### src/logic/cmx_params.svh
// Opcode patterns and field positions for the move and multiply slice
`ifndef CMX_PARAMS_SVH
`define CMX_PARAMS_SVH
`define CMX_OPC_NOP 16'h0000
`define CMX_OP8_LOAD_HIGH 8'h70
`define CMX_OP8_LOAD_LOW 8'h71
`define CMX_OP8_MULU_IMM 8'h72
`define CMX_OP8_MULS_IMM 8'h73
`define CMX_OP8_MOV_IMM 8'h7C
`define CMX_OP7_MOV_TO_MEM 7'h01
`define CMX_OP7_MOV_TO_ACC 7'h10
`define CMX_OP7_NOT_MEM 7'h13
`define CMX_OP7_MULU_MEM 7'h28
`define CMX_OP7_MULS_MEM 7'h2A
`define CMX_OP8_MSB 15
`define CMX_OP8_LSB 8
`define CMX_OP7_LSB 9
`define CMX_ADDR_MSB 8
`define CMX_IMM_MSB 7
`define CMX_RST_BYTE 8'h00
`endif

### src/logic/cmx_pkg.sv
// Types shared by the move and multiply execute unit
package cmx_pkg;
   typedef enum logic [3:0] {
      CMX_NONE, CMX_LDH, CMX_LDL, CMX_MOVM, CMX_MOVW, CMX_MOVI,
      CMX_MULS_M, CMX_MULS_I, CMX_MULU_M, CMX_MULU_I, CMX_NOTM
   } cmx_op_t;
endpackage

### src/logic/cmx_dec_if.sv
// Decoded instruction carried from the decoder to the execute unit
`timescale 1ns/1ps
`default_nettype none
interface cmx_dec_if;
   cmx_pkg::cmx_op_t op;
   logic [8:0] direct_operand;
   logic [7:0] immediate_byte;
   logic is_pointer_load;
   modport dec (output op, output direct_operand, output immediate_byte, output is_pointer_load);
   modport exe (input op, input direct_operand, input immediate_byte, input is_pointer_load);
endinterface
`default_nettype wire

### src/logic/cmx_exec.sv
// Execute unit for pointer loads, moves, multiplies, no-op and complement
// Function
// - Opcode 0x70 with a literal loads the pointer high byte in one cycle, flags untouched.
// - Opcode 0x71 with a literal loads the pointer low byte in one cycle, flags untouched.
// - A skipped pointer byte load also skips the following instruction.
// - Move to memory writes the accumulator to the addressed byte, nothing else changes.
// - Move to accumulator copies the addressed byte and sets zero from the value.
// - Move literal loads the accumulator in one cycle, flags untouched.
// - Signed multiply by memory puts low byte in accumulator, high byte in product high.
// - Signed multiply by literal puts low byte in accumulator, high byte in product high.
// - Signed products treat both bytes as two's complement, 16-bit result, no flags.
// - Unsigned multiply by memory gives a 16-bit product split as above, memory kept.
// - Unsigned multiply by literal gives a 16-bit product split as above, no flags.
// - The zero opcode changes nothing and takes exactly one cycle.
// - Complement in place inverts the addressed byte, writes it back, sets zero from it.
`timescale 1ns/1ps
`default_nettype none
`include "cmx_params.svh"
module cmx_exec (
   input wire logic clk,
   input wire logic sys_rst,
   input wire logic instr_valid,
   input wire logic [15:0] instr_word,
   input wire logic instr_skip,
   input wire logic [7:0] mem_rdata,
   output logic [8:0] mem_addr,
   output logic mem_we,
   output logic [7:0] mem_wdata,
   output logic [7:0] acc,
   output logic [7:0] pointer_high_byte,
   output logic [7:0] pointer_low_byte,
   output logic [7:0] product_high_byte,
   output logic zero_flag,
   output logic skip_next,
   output logic retired
);
   typedef struct packed {
      logic [7:0] acc;
      logic [7:0] ptr_hi;
      logic [7:0] ptr_lo;
      logic [7:0] prod_hi;
      logic zf;
      logic [8:0] maddr;
      logic mwe;
      logic [7:0] mwdata;
      logic skip_next;
      logic retired;
   } cmx_state_t;

   cmx_state_t st_reg, st_next;
   cmx_dec_if dec_bus ();
   logic [15:0] prod_s, prod_u;
   logic [7:0] mul_src;

   cmx_decoder u_dec (
      .opcode(instr_word),
      .dec(dec_bus)
   );

   // Signed product of two bytes
   function automatic logic [15:0] mul_signed(input logic [7:0] a, input logic [7:0] b);
      logic signed [15:0] p;
      p = $signed({{8{a[7]}}, a}) * $signed({{8{b[7]}}, b});
      return p;
   endfunction

   // Unsigned product of two bytes
   function automatic logic [15:0] mul_unsigned(input logic [7:0] a, input logic [7:0] b);
      logic [15:0] p;
      p = {8'h00, a} * {8'h00, b};
      return p;
   endfunction

   // Operand for multiplies: memory byte or literal
   always_comb begin
      if (dec_bus.op == cmx_pkg::CMX_MULS_I || dec_bus.op == cmx_pkg::CMX_MULU_I) begin
         mul_src = dec_bus.immediate_byte;
      end else begin
         mul_src = mem_rdata;
      end
   end
   assign prod_s = mul_signed(st_reg.acc, mul_src);
   assign prod_u = mul_unsigned(st_reg.acc, mul_src);

   // Next state from the decoded instruction
   always_comb begin
      st_next = st_reg;
      st_next.mwe = 1'b0;
      st_next.retired = 1'b0;
      st_next.skip_next = 1'b0;
      st_next.maddr = dec_bus.direct_operand;
      if (instr_valid && instr_skip) begin
         // Skipped pointer load extends the skip to the next word
         st_next.skip_next = dec_bus.is_pointer_load;
         st_next.retired = 1'b1;
      end else if (instr_valid) begin
         st_next.retired = 1'b1;
         case (dec_bus.op)
            cmx_pkg::CMX_LDH: st_next.ptr_hi = dec_bus.immediate_byte;
            cmx_pkg::CMX_LDL: st_next.ptr_lo = dec_bus.immediate_byte;
            cmx_pkg::CMX_MOVM: begin
               st_next.mwe = 1'b1;
               st_next.mwdata = st_reg.acc;
            end
            cmx_pkg::CMX_MOVW: begin
               st_next.acc = mem_rdata;
               st_next.zf = (mem_rdata == 8'h00);
            end
            cmx_pkg::CMX_MOVI: st_next.acc = dec_bus.immediate_byte;
            cmx_pkg::CMX_MULS_M, cmx_pkg::CMX_MULS_I: begin
               st_next.acc = prod_s[7:0];
               st_next.prod_hi = prod_s[15:8];
            end
            cmx_pkg::CMX_MULU_M, cmx_pkg::CMX_MULU_I: begin
               st_next.acc = prod_u[7:0];
               st_next.prod_hi = prod_u[15:8];
            end
            cmx_pkg::CMX_NOTM: begin
               st_next.mwe = 1'b1;
               st_next.mwdata = ~mem_rdata;
               st_next.zf = (mem_rdata == 8'hFF);
            end
            default: ; // No-op and foreign opcodes leave state alone
         endcase
      end
   end

   // State register
   always_ff @(posedge clk) begin
      if (sys_rst) begin
         st_reg <= '0;
      end else begin
         st_reg <= st_next;
      end
   end

   assign acc = st_reg.acc;
   assign pointer_high_byte = st_reg.ptr_hi;
   assign pointer_low_byte = st_reg.ptr_lo;
   assign product_high_byte = st_reg.prod_hi;
   assign zero_flag = st_reg.zf;
   assign mem_addr = st_reg.maddr;
   assign mem_we = st_reg.mwe;
   assign mem_wdata = st_reg.mwdata;
   assign skip_next = st_reg.skip_next;
   assign retired = st_reg.retired;

   // Checks
   property p_ldh;
      @(posedge clk) disable iff (sys_rst)
      instr_valid && !instr_skip && instr_word[15:8] == 8'h70 |=>
         pointer_high_byte == $past(instr_word[7:0]) && zero_flag == $past(zero_flag);
   endproperty
   a_ldh: assert property (p_ldh) else $error("pointer high load wrong");
   property p_ldl;
      @(posedge clk) disable iff (sys_rst)
      instr_valid && !instr_skip && instr_word[15:8] == 8'h71 |=>
         pointer_low_byte == $past(instr_word[7:0]) && $stable(pointer_high_byte);
   endproperty
   a_ldl: assert property (p_ldl) else $error("pointer low load wrong");
   property p_xskip;
      @(posedge clk) disable iff (sys_rst)
      instr_valid && instr_skip && instr_word[15:9] == 7'h38 |=> skip_next;
   endproperty
   a_xskip: assert property (p_xskip) else $error("extended skip missing");
   property p_movm;
      @(posedge clk) disable iff (sys_rst)
      instr_valid && !instr_skip && instr_word[15:9] == 7'h01 |=>
         mem_we && mem_wdata == $past(acc) && mem_addr == $past(instr_word[8:0]) && $stable(acc);
   endproperty
   a_movm: assert property (p_movm) else $error("move to memory wrong");
   property p_movw;
      @(posedge clk) disable iff (sys_rst)
      instr_valid && !instr_skip && instr_word[15:9] == 7'h10 |=>
         acc == $past(mem_rdata) && zero_flag == (acc == 8'h00) && !mem_we;
   endproperty
   a_movw: assert property (p_movw) else $error("move to accumulator wrong");
   property p_movi;
      @(posedge clk) disable iff (sys_rst)
      instr_valid && !instr_skip && instr_word[15:8] == 8'h7C |=>
         acc == $past(instr_word[7:0]) && $stable(zero_flag);
   endproperty
   a_movi: assert property (p_movi) else $error("literal move wrong");
   property p_muls;
      @(posedge clk) disable iff (sys_rst)
      instr_valid && !instr_skip && instr_word[15:9] == 7'h2A |=>
         {product_high_byte, acc} == 16'($signed($past(mem_rdata)) * $signed($past(acc)));
   endproperty
   a_muls: assert property (p_muls) else $error("signed multiply wrong");
   property p_mulsi;
      @(posedge clk) disable iff (sys_rst)
      instr_valid && !instr_skip && instr_word[15:8] == 8'h73 |=>
         {product_high_byte, acc} == 16'($signed($past(instr_word[7:0])) * $signed($past(acc)))
         && $stable(zero_flag);
   endproperty
   a_mulsi: assert property (p_mulsi) else $error("signed literal multiply wrong");
   property p_mulu;
      @(posedge clk) disable iff (sys_rst)
      instr_valid && !instr_skip && instr_word[15:9] == 7'h28 |=>
         {product_high_byte, acc} == {8'h00, $past(mem_rdata)} * {8'h00, $past(acc)} && !mem_we;
   endproperty
   a_mulu: assert property (p_mulu) else $error("unsigned multiply wrong");
   property p_nop;
      @(posedge clk) disable iff (sys_rst)
      instr_valid && instr_word == 16'h0000 |=>
         retired && !mem_we && $stable(acc) && $stable(zero_flag) && $stable(product_high_byte);
   endproperty
   a_nop: assert property (p_nop) else $error("no-op changed state");
   property p_not;
      @(posedge clk) disable iff (sys_rst)
      instr_valid && !instr_skip && instr_word[15:9] == 7'h13 |=>
         mem_we && mem_wdata == ~$past(mem_rdata) && zero_flag == (mem_wdata == 8'h00);
   endproperty
   a_not: assert property (p_not) else $error("complement wrong");
   // Unsigned literal multiply splits the product and keeps the zero flag
   property p_mului;
      @(posedge clk) disable iff (sys_rst)
      instr_valid && !instr_skip && instr_word[15:8] == 8'h72 |=>
         {product_high_byte, acc} == {8'h00, $past(instr_word[7:0])} * {8'h00, $past(acc)}
         && $stable(zero_flag);
   endproperty
   a_mului: assert property (p_mului) else $error("unsigned literal multiply wrong");
   // A cancelled word retires but leaves the accumulator, flag, product and pointer bytes alone
   property p_skip_quiet;
      @(posedge clk) disable iff (sys_rst)
      instr_valid && instr_skip |=>
         retired && !mem_we && $stable(acc) && $stable(zero_flag) && $stable(product_high_byte)
         && $stable(pointer_high_byte) && $stable(pointer_low_byte);
   endproperty
   a_skip_quiet: assert property (p_skip_quiet) else $error("skipped word changed state");
   // Extended skip is raised only by a skipped pointer load
   property p_skip_only;
      @(posedge clk) disable iff (sys_rst)
      !(instr_valid && instr_skip && instr_word[15:9] == 7'h38) |=> !skip_next;
   endproperty
   a_skip_only: assert property (p_skip_only) else $error("spurious extended skip");
   // Idle cycles retire nothing and write nothing
   property p_idle;
      @(posedge clk) disable iff (sys_rst)
      !instr_valid |=>
         !retired && !mem_we && !skip_next && $stable(acc) && $stable(zero_flag);
   endproperty
   a_idle: assert property (p_idle) else $error("idle cycle changed state");
   // Pointer high byte moves only on its own load
   property p_ptrh_keep;
      @(posedge clk) disable iff (sys_rst)
      !(instr_valid && !instr_skip && instr_word[15:8] == 8'h70) |=>
         $stable(pointer_high_byte);
   endproperty
   a_ptrh_keep: assert property (p_ptrh_keep) else $error("pointer high byte disturbed");
   // Pointer low byte moves only on its own load
   property p_ptrl_keep;
      @(posedge clk) disable iff (sys_rst)
      !(instr_valid && !instr_skip && instr_word[15:8] == 8'h71) |=>
         $stable(pointer_low_byte);
   endproperty
   a_ptrl_keep: assert property (p_ptrl_keep) else $error("pointer low byte disturbed");
   // Move to memory alters no flag and no product byte
   property p_movm_keep;
      @(posedge clk) disable iff (sys_rst)
      instr_valid && !instr_skip && instr_word[15:9] == 7'h01 |=>
         $stable(zero_flag) && $stable(product_high_byte);
   endproperty
   a_movm_keep: assert property (p_movm_keep) else $error("move to memory touched flags");
   // Signed multiplies never write memory or the zero flag
   property p_muls_keep;
      @(posedge clk) disable iff (sys_rst)
      instr_valid && !instr_skip && (instr_word[15:9] == 7'h2A || instr_word[15:8] == 8'h73) |=>
         $stable(zero_flag) && !mem_we;
   endproperty
   a_muls_keep: assert property (p_muls_keep) else $error("signed multiply side effect");
   // Complement writes back in place and keeps the accumulator
   property p_not_keep;
      @(posedge clk) disable iff (sys_rst)
      instr_valid && !instr_skip && instr_word[15:9] == 7'h13 |=>
         $stable(acc) && $stable(product_high_byte) && mem_addr == $past(instr_word[8:0]);
   endproperty
   a_not_keep: assert property (p_not_keep) else $error("complement side effect");
   // Move to accumulator leaves the product and pointer bytes
   property p_movw_keep;
      @(posedge clk) disable iff (sys_rst)
      instr_valid && !instr_skip && instr_word[15:9] == 7'h10 |=>
         $stable(product_high_byte) && $stable(pointer_high_byte) && $stable(pointer_low_byte);
   endproperty
   a_movw_keep: assert property (p_movw_keep) else $error("move to accumulator side effect");
   // Literal move writes no memory and keeps the product byte
   property p_movi_keep;
      @(posedge clk) disable iff (sys_rst)
      instr_valid && !instr_skip && instr_word[15:8] == 8'h7C |=>
         !mem_we && $stable(product_high_byte);
   endproperty
   a_movi_keep: assert property (p_movi_keep) else $error("literal move side effect");
   // Every accepted word retires one cycle later
   property p_retire;
      @(posedge clk) disable iff (sys_rst)
      instr_valid |=> retired;
   endproperty
   a_retire: assert property (p_retire) else $error("word did not retire");
endmodule
`default_nettype wire

### src/logic/cmx_decoder.sv
// Combinational opcode decoder for the move and multiply slice
`timescale 1ns/1ps
`default_nettype none
`include "cmx_params.svh"
module cmx_decoder (
   input wire logic [15:0] opcode,
   cmx_dec_if.dec dec
);
   logic [7:0] op8;
   logic [6:0] op7;
   assign op8 = opcode[`CMX_OP8_MSB:`CMX_OP8_LSB];
   assign op7 = opcode[`CMX_OP8_MSB:`CMX_OP7_LSB];
   // Operand fields: low nine bits address, low eight bits literal
   assign dec.direct_operand = opcode[`CMX_ADDR_MSB:0];
   assign dec.immediate_byte = opcode[`CMX_IMM_MSB:0];
   assign dec.is_pointer_load = (op8 == `CMX_OP8_LOAD_HIGH) || (op8 == `CMX_OP8_LOAD_LOW);
   // Pattern match; anything else including the zero opcode is no action
   always_comb begin
      if (op8 == `CMX_OP8_LOAD_HIGH) dec.op = cmx_pkg::CMX_LDH;
      else if (op8 == `CMX_OP8_LOAD_LOW) dec.op = cmx_pkg::CMX_LDL;
      else if (op8 == `CMX_OP8_MOV_IMM) dec.op = cmx_pkg::CMX_MOVI;
      else if (op8 == `CMX_OP8_MULS_IMM) dec.op = cmx_pkg::CMX_MULS_I;
      else if (op8 == `CMX_OP8_MULU_IMM) dec.op = cmx_pkg::CMX_MULU_I;
      else if (op7 == `CMX_OP7_MOV_TO_MEM) dec.op = cmx_pkg::CMX_MOVM;
      else if (op7 == `CMX_OP7_MOV_TO_ACC) dec.op = cmx_pkg::CMX_MOVW;
      else if (op7 == `CMX_OP7_MULS_MEM) dec.op = cmx_pkg::CMX_MULS_M;
      else if (op7 == `CMX_OP7_MULU_MEM) dec.op = cmx_pkg::CMX_MULU_M;
      else if (op7 == `CMX_OP7_NOT_MEM) dec.op = cmx_pkg::CMX_NOTM;
      else dec.op = cmx_pkg::CMX_NONE;
   end
endmodule
`default_nettype wire

### config.mk
export PLATFORM = sky130hd
export DESIGN_NAME = cmx_exec
export DESIGN_NICKNAME = d
export VERILOG_FILES = /design/src/logic/cmx_pkg.sv /design/src/logic/cmx_dec_if.sv /design/src/logic/cmx_exec.sv /design/src/logic/cmx_decoder.sv
export VERILOG_INCLUDE_DIRS = /design/src /design/src/logic
export SDC_FILE = /design/constraint.sdc
export NUM_CORES = 1
export LEC_CHECK = 0
export BUFFER_PORTS_ARGS = -buffer_cell sky130_fd_sc_hd__buf_2
export CAP_MARGIN = 20
export CORE_ASPECT_RATIO = 1.25
export CORE_UTILIZATION = 55
export CTS_CLUSTER_SIZE = 28
export DETAILED_ROUTE_END_ITERATION = 8
export PLACE_DENSITY_LB_ADDON = 0.2
export SYNTH_ARGS = -nofsm -noshare
export SYNTH_HDL_FRONTEND = slang
export SYNTH_HIERARCHICAL = 1
export SYNTH_SLANG_ARGS = --single-unit
### constraint.sdc
create_clock -name clk -period 18.2 [get_ports clk]
set_clock_uncertainty 0.05 [all_clocks]
set_input_delay 5.46 -clock clk [delete_from_list [all_inputs] [get_ports clk]]
set_output_delay 5.46 -clock clk [all_outputs]
set_load 0.005 [all_outputs]
* After elaboration in Yosys (flattened, before gate mapping)
Cells that the tools add are included.
** Storage, ports and cells
- Register bits :: 53
- Output and inout bits :: 53
- RAM bits :: 0
- Bits in read-only memories :: 0
- Bits in latches :: 0
- Memories :: 0
** Cells by class
- Divide/modulo/power cells :: 0
- Bitwise logic cells :: 3
- Add/subtract/negate cells :: 0
- Multiply operators :: 2
- Eq/ne operators :: 21
- $lt $le $gt $ge :: 0
- Muxes and demuxes :: 17
- Shifts and indexed selects :: 0
- Reductions and logical operators :: 18
** Operators by type and width (count)
- $eq 8x7->1 const B :: 5
- $mux 4 :: 10
- $mul 8x8->16 :: 2
- $pmux 8 s4 :: 1
- $pmux 9 s2 :: 1
- $reduce_and 3->1 :: 6
- $eq 4x3->1 const B :: 4
- $pmux 8 s2 :: 1
- $eq 7x5->1 const B :: 2
- $eq 7x6->1 const B :: 2
- $eq 4x4->1 const B :: 3
- $eq 4x2->1 const B :: 2
- $eq 8x8->1 const B :: 1
- $logic_not 8->1 :: 1
- $mux 8 :: 1
- $not 8->8 :: 1
- $eq 7x1->1 const B :: 1
- $reduce_bool 2->1 :: 3
- $reduce_or 2->1 :: 3
- $eq 4x1->1 const B :: 1
- $reduce_bool 4->1 :: 1
- $reduce_or 3->1 :: 1
- $logic_or 1x1->1 :: 2
- $mux 1 :: 2
- other kinds (3) :: 4

* Depth between registers and ports, before layout
Gate-level depths: netlist (run 1).
- Depth after elaboration :: 16
- Depth in mapped cells :: 30
- Mapped depth without buffers :: 27

* By module
Netlist (run 1), hierarchy kept.
** Modules (own cells, without submodules)
- cmx_exec :: area an instance 6374.9 um2, instances 1, cells each 724, sequential area each 1061.0 um2
- cmx_decoder :: area an instance 345.3 um2, instances 1, cells each 51, sequential area each 0.0 um2

* Least setup slack after synthesis (run 1)
OpenSTA, ideal clock, no wires.
- Kind :: input to register
- From :: input port instr_word[9]
- To :: register st_reg (netlist bit product_high_byte[6])
- Setup time :: 115 ps
- Path buffers :: 1
- Arrival time :: 10972 ps
- Slack :: 7064 ps
- Stages on the path :: 21
- Path through :: buf_4 -> or3_1 -> o22ai_1 -> nand3b_1 -> nand2_8 -> nand2_8 -> mux2_2 -> nand2_1 -> fa_1 -> fa_1 -> fa_1 -> inv_1 -> fa_1 -> ha_1 -> a21oi_1 -> o21bai_1 -> or3_1 -> o21ai_0 -> xnor2_1 -> nor2_1 -> a2111oi_0
** Between the ends
- Elaborated cells on any way between the ends :: 33
- Those cells by class :: mul: 2; eq/ne: 14; mux: 12; reduce/logical: 5
** RTL lines
- start, declared :: line cmx_exec.sv:23 : input wire logic [15:0] instr_word,
- $eq 7x6->1 (no source line)
- $mux 4 :: line cmx_decoder.sv:27 : else if (op7 == `CMX_OP7_MULU_MEM) dec.op = cmx_pkg::CMX_MULU_M;
- $mux 4 :: line cmx_decoder.sv:26 : else if (op7 == `CMX_OP7_MULS_MEM) dec.op = cmx_pkg::CMX_MULS_M;
- $mux 4 :: line cmx_decoder.sv:25 : else if (op7 == `CMX_OP7_MOV_TO_ACC) dec.op = cmx_pkg::CMX_MOVW;
- $mux 4 :: line cmx_decoder.sv:24 : else if (op7 == `CMX_OP7_MOV_TO_MEM) dec.op = cmx_pkg::CMX_MOVM;
- $mux 4 :: line cmx_decoder.sv:23 : else if (op8 == `CMX_OP8_MULU_IMM) dec.op = cmx_pkg::CMX_MULU_I;
- $mux 4 :: line cmx_decoder.sv:22 : else if (op8 == `CMX_OP8_MULS_IMM) dec.op = cmx_pkg::CMX_MULS_I;
- $mux 4 :: line cmx_decoder.sv:21 : else if (op8 == `CMX_OP8_MOV_IMM) dec.op = cmx_pkg::CMX_MOVI;
- $mux 4 :: line cmx_decoder.sv:20 : else if (op8 == `CMX_OP8_LOAD_LOW) dec.op = cmx_pkg::CMX_LDL;
- $mux 4 (*) :: line cmx_decoder.sv:19 : if (op8 == `CMX_OP8_LOAD_HIGH) dec.op = cmx_pkg::CMX_LDH;
- via dec_bus.op[2] :: line cmx_dec_if.sv:5 : cmx_pkg::cmx_op_t op;
- $eq 4x3->1 or $eq 4x4->1 (tied branches) :: line cmx_exec.sv:76, cmx_exec.sv:98
- $logic_or 1x1->1 :: line cmx_exec.sv:76 : if (dec_bus.op == cmx_pkg::CMX_MULS_I || dec_bus.op == cmx_pkg::CMX_MULU_I) begin
- $mux 8 :: line cmx_exec.sv:76
- $mul 8x8->16, on equally long branches :: line cmx_exec.sv:70, cmx_exec.sv:63
- $pmux 8 s2 :: line cmx_exec.sv:98 : case (dec_bus.op)
- end signal, assigned :: line cmx_exec.sv:133 : st_reg <= st_next;
- end, declared :: line cmx_exec.sv:50 : cmx_state_t st_reg, st_next;
Mark *: on every way through the listed nets, which the timed path passes. The rest lies on a longest branch.
A chain may end at the register's enable or synchronous reset.

* Final worst setup path (run 1)
- From :: input port instr_word[12]
- To :: register st_reg (netlist bit product_high_byte[5])
Same word-level chain as after synthesis.

==> impl_metrics.ini, run 1 <==
[status]
status = complete, no violations

[yosys]
synth_mux_area_share_pct = 4.04
yosys.area.top_type = fa_1
synth_top_family_by_area = adder cells
synthTopCellsByArea = fa_1, dfxtp_1, ha_1, inv_1, nor2_1
synthFlopType = dfxtp_1
synth_edf_count = 0
synth-compound-area-share_pct = 11.3
synth_top_area_share_pct = 25.3
synth.net_count = 946
async_flop_share_pct = 0
synth_seq_area_share_pct = 15.8
synth_xor_area_share_pct = 3.26
netlist_top_cells_count = inv_1, fa_1, nor2_1
synth_cells = 775
synthSimpleGateAreaFrac_pct = 17.0
yosys.cell_types.count = 63
post-synth-top-count-cell = inv_1
synth-adder-area-share_pct = 36.1
syn_area_per_cell_um2 = 8.67
syn_area_um2 = 6720
ys_seq_elements = 53
synth_warnings = 6

[sta]
max_slew_margin_pct = 30.6
worstMarginPinSlew_ps = 1010
rsz0062_at_grt = false
layout_min_cycle_time_ps = 12390
finalHoldViolCount = 0
worst_slack_ps = 5810
setup_viol = 0
maxSlewViolCount = 0
tns_ps = 0
finalCritPeriodShare_pct = 68.1
clock.fmax_ghz = 0.0807

[clock_tree]
cts_tree = done
cts.sinks = 53
clk_pin_slew_worst_paths_ps = 70
htreeDepth = 2
clk_latency_ps = 290
cts_resized = 0
cts-root-buf = clkbuf_16
numCtsBuffers = 5
cts_hold_buffers = 0
post_cts_buffers = 0
cts_buffer_depth = 2

[worst_setup_path]
critPathArrivalTime_ps = 12480
timing.rr.start = acc[7]
max_stage_delay_ps = 850
critical_path_required_ps = 18290
cp_slowest_cell = mux2i_1
crit_start = instr_word[12]
end_kind = flip-flop
critPathKind = in -> reg
crit_fanout = 8
path_cells = buf_2, nor4b_1, a21oi_1, o22ai_1, or3b_1, nand2_8, nand2_8, mux2i_1, nor2b_1, fa_1, fa_1, inv_1, fa_1, fa_1, inv_1, ha_1, a21o_1, a31oi_1, o21ai_0, a21o_1, a2111oi_0, nor4_1
cp_common_cell = fa_1
start_kind = input pin

[routing]
wl_per_cell_um = 17.3
firstDrtPassIters = 6
drt-total-wl_um = 17000
vias = 5523
drc = 0
drt-initial-drc-count = 322
vias_per_cell = 5.61
drtAntennaViolNets = 0

[floorplan]
core_area_um2 = 11800
dieArea_um2 = 12700
start_util_pct = 57.0
fp.dieH_um = 126
rows = 44
die_w_um = 101
num_io_pins = 81

[cells_and_area]
syn_to_final_growth_pct = 7.86
drive_above_1_share_pct = 12.9
diodes = 0
multiInputGateArea_um2 = 4820
seqCellArea_um2 = 1060
fillers = 1099
layout.nets = 993

[hold_path]
hp-class = reg -> reg
min_from = pointer_low_byte[2]

[grt]
groute.usage.overall_pct = 28.5
grt_pass1_wl_um = 28200
grt_max_degree = 53
antenna_found_initial = 0
grt_pass1_vias = 5581
grt_overflow_total = 0

[power]
cellPowerDensity_nw_per_um2 = 39.2
p_leak_nw = 3.80
irDropWorstVdd_uv = 37.9

[placed_design]
dpl.hpwl_um = 13500
dp_slack_ps = 5650
io_buffers = 80
gp_congestion = 0.995

[job]
drv_cap = 0
-- layout by cell type (no fill, tap or decap), types with 8 or more instances in the layout --
| cell | synthesis | routed |
|---|---|---|
| buf_2 | 1 | 80 |
| a21oi_1 | 19 | 19 |
| nand3_1 | 9 | 9 |
| xnor2_1 | 17 | 17 |
| o21ai_0 | 22 | 22 |
| inv_1 | 152 | 152 |
| xor2_1 | 8 | 8 |
| nor3_1 | 8 | 8 |
| nor2b_1 | 22 | 22 |
| mux2i_1 | 19 | 19 |
| and2_1 | 20 | 20 |
| dfxtp_1 | 53 | 53 |
| a211oi_1 | 8 | 8 |
| ha_1 | 58 | 58 |
| nor2_1 | 70 | 70 |
| fa_1 | 85 | 85 |
| nand2b_1 | 9 | 9 |
| a21o_1 | 11 | 11 |
| nand2_1 | 44 | 44 |
| a22oi_1 | 9 | 9 |
-- cells by family after synthesis --
kind of cell             Yosys count
XOR/XNOR                          25
adder cells (fa/ha/maj)          143
AO/OA/AOI/OAI                    112
buffers and inverters            195
multiplexers                      26
AND/OR/NAND/NOR                  221
flip-flops                        53
-- final cells by class --
type | count | share of cell area, %
timing repair buffer | 82 | 5.73
clock inverter | 3 | 0.690
inverter | 153 | 7.92
sequential | 53 | 14.6
clock buffer | 5 | 1.73
multi-input combinational | 527 | 66.5
tap | 161 | 2.78
-- registers in the layout (all words and copies together), names as in the netlist --
| name | cells |
|---|---|
| pointer_high_byte | 8 |
| skip_next | 1 |
| pointer_low_byte | 8 |
| mem_wdata | 8 |
| mem_addr | 9 |
| acc | 8 |
| zero_flag | 1 |
| mem_we | 1 |
| retired | 1 |
| product_high_byte | 8 |
-- worst max-delay path, delay by kind of cell --
kind	cells	cell delay, ps
AOI/OAI and AO/OA	7	2060
adders and majority gates	5	2420
buffers and inverters	3	240
muxes	1	850
and+or+nand+nor	6	1460
-- stage by stage --
stage	area [µm²]	util (%)	hold slack, ps	cells	power (W)
floorplan	6720	-	434	775	0.000159
global placement	7070	60.0	424	975	0.000172
detailed placement	7070	60.0	433	975	0.000174
CTS	7240	61.5	451	983	0.000283
global route	7250	61.5	472	984	0.000296
finish	7250	61.5	444	984	0.000284
-- power breakdown --
group          internal [W]  switching [W]
Clock             0.0000662      0.0000460
Sequential         0.000117     0.00000132
Combinational     0.0000203      0.0000327
Total              0.000204      0.0000800
-- final timing paths --
check	to	slack (ps)	cells past startpoint
worst max-delay path	product_high_byte[5]	5810	22
worst min-delay path	pointer_low_byte[2]	440	2
worst max register to register	product_high_byte[5]	12820	14
worst min register to register	pointer_low_byte[2]	440	2
-- routing by layer --
| layer | track usage [%] | up-vias | part of all wire [%] |
|---|---|---|---|
| met5 | 0 | - | 0 |
| met4 | 8.44 | 0 | 2.8 |
| met3 | 2.85 | 40 | 6.1 |
| met2 | 50.9 | 198 | 52 |
| met1 | 36.2 | 2718 | 39 |
| li1 | - | 2567 | - |
Power figures use the tool's default switching activity.
==> run 2: changes to the inputs <==
- clock period: 18.2 -> 12.9 ns (I/O delays scaled with it)
==> impl_metrics.ini, run 2 (synthesis results as in run 1) <==
[worst_setup_path]
critical_path_required_ps = 12990
regToRegEndpoint = product_high_byte[5]
start_kind = input pin
r2r_cells = 14
max_stage_delay_ps = 770
cpLargestDelayFamily = adder cells
end_kind = flip-flop
timing.rr.start = acc[7]
critPathArrivalTime_ps = 10840
cp_slowest_cell = mux2i_1
crit_start = instr_word[10]
r2r_slack_ps = 7510
path_cells = buf_2, nor4b_1, a21oi_1, o22ai_1, or3b_1, nand2_8, nand2_8, mux2i_1, nor2b_1, fa_1, fa_1, inv_1, fa_1, fa_1, inv_1, ha_1, a21o_1, a31oi_1, o21ai_0, a21o_1, a2111oi_0, nor4_1
crit_fanout = 8
critical_path_buf_inv_count = 3
cp_common_cell = fa_1
critPathKind = in -> reg

[sta]
finalHoldViolCount = 0
worstMarginPinSlew_ps = 1010
holdWs_ps = 449
rsz0062_at_grt = false
maxSlewViolCount = 0
layout_min_cycle_time_ps = 10750
finalCritPeriodShare_pct = 83.3
max_slew_margin_pct = 30.7
clock.fmax_ghz = 0.0930
setup_viol = 0
tns_ps = 0

[grt]
grt_overflow_total = 0
busiest_layer = met2
grt_pass1_vias = 5621
grt_util_met3_pct = 3.41
grt_use_met1_pct = 35.7
grt_pass1_wl_um = 28100
groute.usage.overall_pct = 28.4
grtUsageMet2_pct = 50.4
antenna_found_initial = 0
grt_max_degree = 53

[routing]
vias = 5497
drc = 0
vias_per_cell = 5.59
drtAntennaViolNets = 0
firstDrtPassIters = 5
wl_per_cell_um = 17.3
drt-initial-drc-count = 367
drt-total-wl_um = 17000

[power]
p_leak_nw = 3.80
cellPowerDensity_nw_per_um2 = 55.3
irDropWorstVdd_uv = 50.6

[hold_path]
min_from = pointer_low_byte[2]
hold-path-endpoint = pointer_low_byte[2]
hp-class = reg -> reg
holdPathStages = 2

[cells_and_area]
largest_reg_flops = 9
drive_above_1_share_pct = 12.9
mostFrequentLayoutCells = inv_1, fa_1, buf_2
layout.nets = 993
multiInputGateArea_um2 = 4820
syn_to_final_growth_pct = 7.86
design_area_um2 = 7250
utilization_pct = 61.5
seqCellArea_um2 = 1060
fillers = 1084
layout_commonest_cell = inv_1
diodes = 0

[clock_tree]
htreeDepth = 2
cts_tree = done
cts-root-buf = clkbuf_16
clk_latency_ps = 290
post_cts_buffers = 0
cts_resized = 0
cts_buffer_depth = 2
numCtsBuffers = 5
cts.sinks = 53
cts_hold_buffers = 0
clk_pin_slew_worst_paths_ps = 70

[floorplan]
rows = 44
die_w_um = 101
core_area_um2 = 11800
start_util_pct = 57.0
dieArea_um2 = 12700
num_io_pins = 81
fp.dieH_um = 126

[placed_design]
dpl.hpwl_um = 13400
io_buffers = 80
gp_congestion = 0.995
placed_area_um2 = 7070

[job]
drv_cap = 0

[status]
status = complete, no violations
run 2: cell counts in the layout (fill, tap and decap cells not counted):
Identical to the previous run, type by type.
run 2: stage by stage:
step | std cells | setup WS (ps) | total power (W)
after global routing | 984 | 1770 | 0.000416
after CTS | 983 | 2210 | 0.000401
after detailed placement | 975 | 1920 | 0.000245
after global placement | 975 | 2050 | 0.000243
final | 984 | 2150 | 0.000401
after floorplan | 775 | 3350 | 0.000225
run 2: cell type report:
cell class	count	area share, %
Sequential cell	53	14.6
Clock buffer	5	1.73
Timing Repair Buffer	82	5.73
Multi-Input combinational cell	527	66.5
Tap cell	161	2.78
Clock inverter	3	0.690
Inverter	153	7.92
run 2: worst max path at each step:
| stage | to | slack, ps | cells past startpoint |
|---|---|---|---|
| 4_1_cts | product_high_byte[5] | 2210 | 22 |
| 3_5_place_dp | product_high_byte[5] | 1920 | 22 |
| 6_report | product_high_byte[5] | 2150 | 22 |
| 5_1_grt | product_high_byte[6] | 1770 | 23 |
| 2_1_floorplan | product_high_byte[6] | 3350 | 21 |
| 3_3_place_gp | product_high_byte[5] | 2050 | 22 |
run 2: per-layer routing:
| metal | vias to the layer above | part of all wire [%] |
|---|---|---|
| li1 | 2565 | - |
| met3 | 39 | 5.8 |
| met2 | 212 | 52 |
| met1 | 2681 | 40 |
| met4 | 0 | 2.9 |
| met5 | - | 0 |
run 2: tightest hold or removal path, cell delays in order (launching register included):
cell	delay, ps
dfxtp_1	330
mux2i_1	70
nor2_1	70
run 2: power by group:
part	total (W)	switching [W]	internal [W]
clock network	0.000158	0.0000648	0.0000934
registers	0.000168	0.00000187	0.000166
logic	0.0000751	0.0000464	0.0000286
